--- src/core/fsbc_pkg.sv ---
// Purpose: constants for the flash security bit control block
// Assumes: classic wishbone slave, 32-bit data, byte addresses
// Notes:   offsets are byte addresses within the block
package fsbc_pkg;
	localparam logic [7:0]  SEC_REG_OFS      = 8'h00;
	localparam logic [7:0]  FLASH_STAT_OFS   = 8'h20;
	localparam logic [7:0]  PROT_CMD_OFS     = 8'h40;
	localparam logic [7:0]  MODE_OFS         = 8'h44;
	localparam int          SEC_BIT_POS      = 0;
	localparam logic [31:0] SEC_RESET_VAL    = 32'h0000_0001;
	localparam logic [31:0] UNLOCK_KEY       = 32'hA74A_9D23;
	localparam int          KEY_WINDOW_CLK   = 16;
	localparam logic [4:0]  KEY_WINDOW_CNT   = 5'(KEY_WINDOW_CLK);
	localparam int          BLK_NUM          = 6;
	localparam int          PROT_LSB         = 16;
	localparam int          READY_POS        = 0;
	localparam logic [5:0]  GROUP_LOW_MASK   = 6'h0F;
	localparam logic [5:0]  GROUP_HIGH_MASK  = 6'h30;
	localparam logic [1:0]  CMD_NONE         = 2'h0;
	localparam logic [1:0]  CMD_PROGRAM      = 2'h1;
	localparam logic [1:0]  CMD_ERASE        = 2'h2;
	localparam int          CMD_LSB          = 8;
	localparam int          GROUP_POS        = 4;
	localparam logic [1:0]  MODE_SINGLE_CHIP = 2'h0;
	localparam logic [1:0]  MODE_SINGLE_BOOT = 2'h1;
	localparam logic [1:0]  MODE_PROGRAMMER  = 2'h2;
	localparam logic [31:0] UNMAPPED_DATA    = 32'h0000_0000;
endpackage

--- src/core/fsbc_top.sv ---
// Purpose: flash security-enable bit and protection-bit command gate
// Assumes: one 50 MHz clock; por_n is the power-on reset, rstn any reset
// Notes:   protection bits themselves live in the sequencer, seen on prot_flags
//          register map, byte offsets:
//          0x00 security_enable_register, bit 0 security_enable
//          0x20 flash_control_status, 21:16 block_protect_flags, 0 sequencer ready
//          0x40 protection command: 9:8 command, 2:0 block, 4 erase group;
//               reads back the last command's erase flag at 9 and mask at 5:0
//          0x44 operating mode, 1:0: chip, boot, programmer; the spare code
//               blocks protection commands
//          key and data writes need all four byte enables
//
// The address map and the Wishbone interface to the registers were chosen for this implementation.
`timescale 1ns/1ps
module fsbc_top (
	input  wire logic        clk,
	input  wire logic        rstn,
	input  wire logic        por_n,
	input  wire logic        wb_cyc_i,
	input  wire logic        wb_stb_i,
	input  wire logic        wb_we_i,
	input  wire logic [7:0]  wb_adr_i,
	input  wire logic [3:0]  wb_sel_i,
	input  wire logic [31:0] wb_dat_i,
	output logic      [31:0] wb_dat_o,
	output logic             wb_ack_o,
	input  wire logic [5:0]  prot_flags,
	input  wire logic        seq_ready,
	input  wire logic        flash_cmd_req,
	output logic             flash_cmd_ok,
	output logic             prot_cmd_valid,
	output logic             prot_cmd_erase,
	output logic      [5:0]  prot_cmd_mask,
	output logic             security_active,
	output logic             debug_block
);
	// ----------------------------------------------------------------
	// bus decode
	// ----------------------------------------------------------------
	logic        req;
	logic        wr_fire;
	logic        full_word;
	logic        sec_hit;
	logic        unlock_reg;
	logic [4:0]  win_cnt_reg;
	logic        security_enable_reg;
	logic [1:0]  mode_reg;
	logic [5:0]  one_hot;
	logic [2:0]  blk_sel;
	logic [1:0]  cmd_code;
	logic        all_prot;
	logic        mode_ok;
	logic        key_match;
	logic        key_take;
	logic        data_take;
	logic        win_last;
	logic        mode_wr;
	logic [31:0] rd_next;
	logic        cmd_hit;
	logic        cmd_take;
	logic        blk_ok;
	logic        grp_high;
	logic        prog_go;
	logic        erase_go;
	logic [5:0]  erase_mask;
	logic        valid_next;
	logic        erase_next;
	logic [5:0]  mask_next;

	assign req       = wb_cyc_i & wb_stb_i & ~wb_ack_o;
	assign wr_fire   = req & wb_we_i;
	assign full_word = (wb_sel_i == 4'hF);
	assign sec_hit   = wr_fire & (wb_adr_i == fsbc_pkg::SEC_REG_OFS);
	assign all_prot  = &prot_flags;
	assign cmd_code  = wb_dat_i[fsbc_pkg::CMD_LSB +: 2];
	assign blk_sel   = wb_dat_i[2:0];

	always_ff @(posedge clk or negedge rstn) begin
		if (!rstn) begin
			wb_ack_o <= 1'b0;
		end else begin
			wb_ack_o <= req;
		end
	end

	// ----------------------------------------------------------------
	// read data
	// ----------------------------------------------------------------
	// unmapped offsets read as zero
	always_comb begin
		case (wb_adr_i)
			fsbc_pkg::SEC_REG_OFS: begin
				rd_next = {31'h0000_0000, security_enable_reg};
			end
			fsbc_pkg::FLASH_STAT_OFS: begin
				rd_next = {10'h000, prot_flags, 15'h0000, seq_ready};
			end
			fsbc_pkg::PROT_CMD_OFS: begin
				rd_next = {22'h00_0000, prot_cmd_erase, 3'h0, prot_cmd_mask};
			end
			fsbc_pkg::MODE_OFS: begin
				rd_next = {30'h0000_0000, mode_reg};
			end
			default: begin
				rd_next = fsbc_pkg::UNMAPPED_DATA;
			end
		endcase
	end

	// read data holds until the next read
	always_ff @(posedge clk or negedge rstn) begin
		if (!rstn) begin
			wb_dat_o <= fsbc_pkg::UNMAPPED_DATA;
		end else if (req & ~wb_we_i) begin
			wb_dat_o <= rd_next;
		end
	end

	// ----------------------------------------------------------------
	// key window
	// ----------------------------------------------------------------
	assign key_match = full_word & (wb_dat_i == fsbc_pkg::UNLOCK_KEY);
	assign key_take  = sec_hit & ~unlock_reg & key_match;
	assign data_take = sec_hit & unlock_reg & full_word;
	assign win_last  = unlock_reg & (win_cnt_reg == 5'h01);

	// any other write to the register while unlocked closes the window
	always_ff @(posedge clk or negedge rstn) begin
		if (!rstn) begin
			unlock_reg <= 1'b0;
		end else if (key_take) begin
			unlock_reg <= 1'b1;
		end else if (sec_hit) begin
			unlock_reg <= 1'b0;
		end else if (win_last) begin
			unlock_reg <= 1'b0;
		end
	end

	// clocks left in the window
	always_ff @(posedge clk or negedge rstn) begin
		if (!rstn) begin
			win_cnt_reg <= 5'h00;
		end else if (key_take) begin
			win_cnt_reg <= fsbc_pkg::KEY_WINDOW_CNT;
		end else if (sec_hit) begin
			win_cnt_reg <= 5'h00;
		end else if (unlock_reg) begin
			win_cnt_reg <= win_cnt_reg - 5'h01;
		end
	end

	// ----------------------------------------------------------------
	// security bit
	// ----------------------------------------------------------------
	// power-on reset only; the system reset leaves it alone
	always_ff @(posedge clk or negedge por_n) begin
		if (!por_n) begin
			security_enable_reg <= fsbc_pkg::SEC_RESET_VAL[fsbc_pkg::SEC_BIT_POS];
		end else if (data_take) begin
			security_enable_reg <= wb_dat_i[fsbc_pkg::SEC_BIT_POS];
		end
	end

	// ----------------------------------------------------------------
	// operating mode
	// ----------------------------------------------------------------
	assign mode_wr = wr_fire & (wb_adr_i == fsbc_pkg::MODE_OFS);

	always_ff @(posedge clk or negedge rstn) begin
		if (!rstn) begin
			mode_reg <= fsbc_pkg::MODE_SINGLE_CHIP;
		end else if (mode_wr) begin
			mode_reg <= wb_dat_i[1:0];
		end
	end

	// the spare mode code blocks protection commands
	always_comb begin
		case (mode_reg)
			fsbc_pkg::MODE_SINGLE_CHIP: begin
				mode_ok = 1'b1;
			end
			fsbc_pkg::MODE_SINGLE_BOOT: begin
				mode_ok = 1'b1;
			end
			fsbc_pkg::MODE_PROGRAMMER: begin
				mode_ok = 1'b1;
			end
			default: begin
				mode_ok = 1'b0;
			end
		endcase
	end

	// ----------------------------------------------------------------
	// security status
	// ----------------------------------------------------------------
	assign security_active = security_enable_reg & all_prot;
	assign debug_block     = security_active;
	assign flash_cmd_ok    = flash_cmd_req & ~security_active;

	// ----------------------------------------------------------------
	// protection-bit commands toward the sequencer
	// ----------------------------------------------------------------
	assign cmd_hit  = wr_fire & (wb_adr_i == fsbc_pkg::PROT_CMD_OFS);
	assign cmd_take = cmd_hit & mode_ok & seq_ready;
	assign blk_ok   = (one_hot != 6'h00);
	assign grp_high = wb_dat_i[fsbc_pkg::GROUP_POS];
	assign prog_go  = cmd_take & (cmd_code == fsbc_pkg::CMD_PROGRAM) & blk_ok;
	assign erase_go = cmd_take & (cmd_code == fsbc_pkg::CMD_ERASE);

	// one block per program command; indexes past the last block give none
	always_comb begin
		one_hot = 6'h00;
		if (blk_sel < 3'(fsbc_pkg::BLK_NUM)) begin
			one_hot[blk_sel] = 1'b1;
		end
	end

	// erase by group, or every block while security is active
	always_comb begin
		if (security_active) begin
			erase_mask = fsbc_pkg::GROUP_LOW_MASK | fsbc_pkg::GROUP_HIGH_MASK;
		end else if (grp_high) begin
			erase_mask = fsbc_pkg::GROUP_HIGH_MASK;
		end else begin
			erase_mask = fsbc_pkg::GROUP_LOW_MASK;
		end
	end

	// erase flag and mask hold until the next accepted command
	always_comb begin
		valid_next = 1'b0;
		erase_next = prot_cmd_erase;
		mask_next  = prot_cmd_mask;
		if (prog_go) begin
			valid_next = 1'b1;
			erase_next = 1'b0;
			mask_next  = one_hot;
		end else if (erase_go) begin
			valid_next = 1'b1;
			erase_next = 1'b1;
			mask_next  = erase_mask;
		end
	end

	// one-clock command strobe
	always_ff @(posedge clk or negedge rstn) begin
		if (!rstn) begin
			prot_cmd_valid <= 1'b0;
		end else begin
			prot_cmd_valid <= valid_next;
		end
	end

	always_ff @(posedge clk or negedge rstn) begin
		if (!rstn) begin
			prot_cmd_erase <= 1'b0;
		end else begin
			prot_cmd_erase <= erase_next;
		end
	end

	always_ff @(posedge clk or negedge rstn) begin
		if (!rstn) begin
			prot_cmd_mask <= 6'h00;
		end else begin
			prot_cmd_mask <= mask_next;
		end
	end
endmodule

--- config.mk ---
export PLATFORM = sky130hd
export DESIGN_NAME = fsbc_top
export DESIGN_NICKNAME = d
export VERILOG_FILES = /design/src/core/fsbc_pkg.sv /design/src/core/fsbc_top.sv
export SDC_FILE = /design/constraint.sdc
export NUM_CORES = 1
export LEC_CHECK = 0
export BUFFER_PORTS_ARGS = -buffer_cell sky130_fd_sc_hd__buf_2
export CORE_ASPECT_RATIO = 1.2
export CORE_UTILIZATION = 48
export CTS_CLUSTER_SIZE = 28
export DETAILED_ROUTE_END_ITERATION = 10
export PLACE_DENSITY = 0.93
export SYNTH_ARGS = -nofsm -noshare
export SYNTH_HDL_FRONTEND = slang
export SYNTH_SLANG_ARGS = --single-unit
--- constraint.sdc ---
create_clock -name clk -period 3.5 [get_ports clk]
set_clock_uncertainty 0.2 [all_clocks]
set_input_delay 0.175 -clock clk [delete_from_list [all_inputs] [get_ports clk]]
set_output_delay 0.175 -clock clk [all_outputs]
set_load 0.02 [all_outputs]
# Yosys cells after proc, flatten, opt, wreduce, memory -nomap -nowiden
# Index checks and enable logic that the tools add are counted.
# classes
n_eq_ne	10
reduce_logical	9
order_cmp	3
add_sub_neg	1
muxes	19
bitwise_logic	24
# op_table
op	count
22-bit one-hot mux with 4 select lines	1
32-bit equality test (second input constant)	1
6-bit two-way mux	5
1-bit bitwise AND	20
8-bit by 7-bit equality test with 1-bit output (second input constant)	2
5-bit two-way mux	3
1-bit two-way mux	9
8-bit by 6-bit equality test with 1-bit output (second input constant)	1
8-bit zero test	1
6-bit AND reduction	1
3-bit nonzero test	2
6-bit nonzero test	1
5-bit by 1-bit equality test with 1-bit output (second input constant)	1
5-bit by 1-bit subtractor with 5-bit output (second input constant)	1
2-bit by 1-bit equality test with 1-bit output (second input constant)	2
2-bit equality test (second input constant)	2
4-bit equality test (second input constant)	1
3-bit by 4-bit less-than comparator with 1-bit output (second input constant)	1
1-bit NOT	4
1-bit demux with 3-bit select	1
3-bit by 1-bit >= comparator with 1-bit output (second input constant)	1
3-bit less-than comparator (second input constant)	1
3-bit OR reduction	1
2-bit zero test	1
other kinds (2)	2
# totals
elab_cells	75
out_inout_bits	44
input_bits	58
reg_bits	50

# Logic depth before layout (Yosys ltp)
# logic_depth
ltp_word	9
ltp_mapped	6
ltp_nobuf	6

# Least setup slack after synthesis
# No wires, ideal clock.
# synth_timing
path_type	register to register
startpoint	register wb_ack_o
endpoint	register security_enable_reg
setup_time_ns	0.085
n_path_buf	0
slack_ns	1.388
t_arrival_ns	1.828
period_less_slack_ns	2.112
required_time_ns	3.215
stages_incl_launch_ff	5
path_cell_list	dfrtp_1 -> nand4b_1 -> nor4_4 -> nand3_1 -> mux2_1
# synth_between
elab_chain_len	6
# synth_lines
element	line	source
start, declared	fsbc_top.sv:26	output logic wb_ack_o,
start signal, assigned	fsbc_top.sv:82	wb_ack_o <= req;
1-bit NOT	fsbc_top.sv:70	assign req = wb_cyc_i & wb_stb_i & ~wb_ack_o;
1-bit bitwise AND	fsbc_top.sv:70	
1-bit bitwise AND	fsbc_top.sv:71	assign wr_fire = req & wb_we_i;
1-bit bitwise AND	fsbc_top.sv:73	assign sec_hit = wr_fire & (wb_adr_i == fsbc_pkg::SEC_REG_OFS);
1-bit bitwise AND (2 in a row)	fsbc_top.sv:124	assign data_take = sec_hit & unlock_reg & full_word;
end signal, assigned	fsbc_top.sv:159	security_enable_reg <= fsbc_pkg::SEC_RESET_VAL[fsbc_pkg::SEC_BIT_POS];
end signal, assigned	fsbc_top.sv:161	security_enable_reg <= wb_dat_i[fsbc_pkg::SEC_BIT_POS];
end, declared	fsbc_top.sv:46	logic security_enable_reg;
# Every way passes these cells.
# A chain may end at the register's enable or synchronous reset.

# Final worst setup path
# layout_timing
startpoint	input port wb_stb_i
endpoint	register security_enable_reg
# layout_between
elab_chain_len	6
# layout_lines
element	line	source
start, declared	fsbc_top.sv:20	input wire logic wb_stb_i,
1-bit bitwise AND (2 in a row)	fsbc_top.sv:70	
1-bit bitwise AND	fsbc_top.sv:71	
1-bit bitwise AND	fsbc_top.sv:73	
1-bit bitwise AND (2 in a row)	fsbc_top.sv:124	
# Every way passes these cells.

==> results by group <==
Floorplan
  – Core area: 0.00372 mm²
  – Die width: 59.5 µm
  – Die extent in y: 71 µm
  – Starting density of the core: 51.1%
  – Top-level I/O count: 102
  – Die area: 0.00422 mm²
  – Row Count: 24

Global route
  – Global Route Usage Sum: 25.9%
  – Number of global-route vias before repair: 1727
  – First-pass GRT wire length: 8120 µm
  – GR Overflow Total: 0
  – Antenna violations before repair: 0
  – Pin count of the biggest net entering global routing: 31

Setup path
  – Crit. path cell count: 6
  – Max FO, Critical Path: 8
  – Worst-path cell chain: dlygate4sd3_1 -> buf_2 -> nand4b_1 -> nor4_4 -> nand3_1 -> mux2_1
  – Crit-path max cell delay: 0.58 ns
  – CP Buf/Inv Count: 2
  – Crit path capture type: register
  – CP required: 3.52 ns
  – Top Family by Delay on Critical Path: simple AND/OR/NAND/NOR gates
  – Flop-to-flop setup slack: 1.24 ns
  – Critical path type: primary input to register
  – Startpoint Class: primary input
  – Slowest-stage cell, CP: nor4_4
  – Cells on worst reg2reg path: 4
  – WP data arrival: 2.35 ns

Power and ir drop
  – Clock network power share: 43.1%
  – Switching Share: 24.9%
  – Sequential Power Share: 42.6%
  – Leak: 1.24 nW
  – Maximum vdd drop: 0.284 mV
  – Pint: 0.641 mW
  – Total Power: 0.854 mW
  – Comb pwr share: 14.2%
  – Power Dens Cells: 335 mW/mm²
  – Sw power: 0.213 mW

Placement
  – Dpl cells: 308
  – IO buf count: 82
  – DP Worst Slack: 1.27 ns
  – DP Area: 0.00228 mm²
  – Gpl congestion: 0.894
  – Dpl hpwl: 3680 µm

Outcome
  – Outcome: completed

Yosys
  – Mux contribution to synthesized area: 3.94%
  – Avg Synthesized Cell Area: 10.6 µm²
  – Seq cells post-synth: 31
  – Main combinational cell family by area after synthesis: simple AND/OR/NAND/NOR gates
  – Mapped Cells: 179
  – Number of flops mapped to enable cells by yosys: 0
  – Mapped Area: 0.00190 mm²
  – Post-synthesis xor/xnor area fraction: 1.84%
  – Simple-gate share of the synthesized area: 26.9%
  – Sequential share of the synthesized area: 40.8%
  – Synthesized-area fraction occupied by adder cells: 1.31%
  – Primary FF master, synth: dfrtp_1
  – Post-synthesis compound-gate area fraction: 14.9%
  – Synth unique cells: 55
  – FFs w/ async S/R, synth: 100%
  – Synth warn: 0

Clocking
  – Clk_lat worst skew: 0.29 ns
  – CTS Buf Count: 5
  – CTS sink count: 31
  – CTS tree: built
  – Max clock buf depth: 2
  – Clk pin slew, worst setup/hold paths: 0.07 ns
  – H-tree lvl count: 2
  – CTS root buffer: clkbuf_8

Hold path
  – Worst hold path type: primary input to register
  – Hold Path Cell Cnt: 2

Layout
  – Nets: 338
  – Post-layout utilization of the core: 68.3%
  – Layout cells sized above 1: 38.4%
  – Design Area, Final: 0.00254 mm²
  – Max FFs per register: 13
  – Synthesis-to-finish area growth: 33.6%
  – Post-route insts no fill: 331
  – N_diodes: 0
  – Fillers: 291

STA
  – Slew @ Worst Pin: 0.817 ns
  – Max-slew violation count: 0
  – Relative slew slack: 45.2%
  – Final setup violation count: 0
  – Total negative slack: 0 ns
  – Final Hold Fails: 0
  – Setup slack after layout: 1.16 ns
  – Fin crit share: 66.8%
  – Fin crit period: 2.34 ns
  – Final worst hold slack: 0.0115 ns
  – RSZ-0062 raised after global routing: no
  – Fmax: 428 MHz

Routing
  – Residual DRC: 0
  – Routed vias/inst: 5.55
  – Post-DRT Antenna Nets: 0
  – Post-Route WL: 5030 µm
  – Avg WL per Cell: 15.2 µm
  – Routed vias: 1837
  – Pre-Repair DR Iteration Count: 4
  – DR iter-0 viols: 95

Job
  – Max cap viols: 0
-- cell usage after synthesis, drive strengths merged, types with 2 or more instances --
master / count / area, µm²
nand4bb: 3 / 33.8
nand2: 9 / 33.8
ha: 2 / 25.0
nand2b: 3 / 18.8
o21ai: 4 / 20.0
dfrtp: 30 / 751
nor3b: 4 / 30.0
mux2i: 3 / 30.0
nor4: 3 / 33.8
a31oi: 6 / 37.5
or3: 3 / 25.0
nand3: 4 / 20.0
a2111oi: 2 / 55.1
nor4b: 4 / 56.3
nand3b: 2 / 15.0
a21oi: 6 / 30.0
or2: 2 / 15.0
o22ai: 2 / 12.5
buf: 23 / 174
a22o: 11 / 96.3
and3b: 2 / 17.5
mux2: 4 / 45.0
xnor2: 3 / 26.3
inv: 4 / 15.0
nand4: 7 / 43.8
nor3: 6 / 46.3
nor2: 10 / 37.5
or4b: 2 / 23.8
nand4b: 2 / 17.5
-- final cells by class --
| type | instances | area [µm²] | area share [%] |
|---|---|---|---|
| Sequential cell | 31 | 777 | 30.5 |
| Timing Repair Buffer | 98 | 568 | 22.3 |
| Multi-Input combinational cell | 138 | 1000 | 39.4 |
| Inverter | 4 | 15.0 | 0.590 |
| Tap cell | 52 | 65.1 | 2.56 |
| Clock buffer | 6 | 82.6 | 3.24 |
| Clock inverter | 2 | 35.0 | 1.38 |
-- routing by layer --
| metal | up-vias | global-route usage (%) | wire length [µm] |
|---|---|---|---|
| li1 | 837 | - | - |
| met1 | 894 | 29.8 | 1930 |
| met2 | 87 | 43.4 | 2600 |
| met3 | 19 | 7.31 | 320 |
| met4 | 0 | 12.7 | 182 |
| met5 | - | 0 | 0 |
-- power groups by stage --
stage	registers, mW	clock network (mW)	logic [mW]
after floorplan	0.372	0	0.0687
after global placement	0.370	0	0.104
after detailed placement	0.370	0	0.107
after CTS	0.364	0.372	0.120
after global routing	0.364	0.390	0.132
final	0.364	0.368	0.122
-- repair_timing --
item	4_1_cts	5_1_grt
hold buffers	15	0
setup buffers	0	0
resized for setup	0	0
hold endpoints to repair	40	0
-- cells in the final DEF, fill, tap and decap left out, types with 3 or more instances in the layout --
cell type      synthesis  routed
xnor2_1                3       3
nand3_1                4       4
dlygate4sd3_1          0      15
mux2_1                 3       3
nand4bb_1              3       3
nand2b_1               3       3
mux2i_1                3       3
buf_2                  1      82
inv_1                  4       4
dfrtp_1               30      30
nand4_1                7       7
a21oi_1                6       6
nor2_1                10      10
nand2_1                9       9
nor3b_1                4       4
a31oi_1                6       6
conb_1                 1      19
clkbuf_8               0       6
a22o_1                11      11
nor3_1                 4       4
-- kinds of logic after synthesis --
logic type / Yosys count
buffers and inverters: 28
multiplexers: 7
XOR/XNOR: 4
other: 1
AO/OA/AOI/OAI: 35
adder cells (fa/ha/maj): 2
AND/OR/NAND/NOR: 71
flip-flops: 31
-- path summary, 6_finish.rpt --
| kind | startpoint | endpoint |
|---|---|---|
| max | wb_stb_i | security_enable_reg |
| min reg2reg | wb_ack_o | wb_ack_o |
| min | wb_dat_i[0] | security_enable_reg |
| min in group asynchronous | por_n | security_enable_reg |
| max in group asynchronous | rstn | wb_dat_o[4] |
| max reg2reg | wb_ack_o | security_enable_reg |
Power figures use the tool's default switching activity.
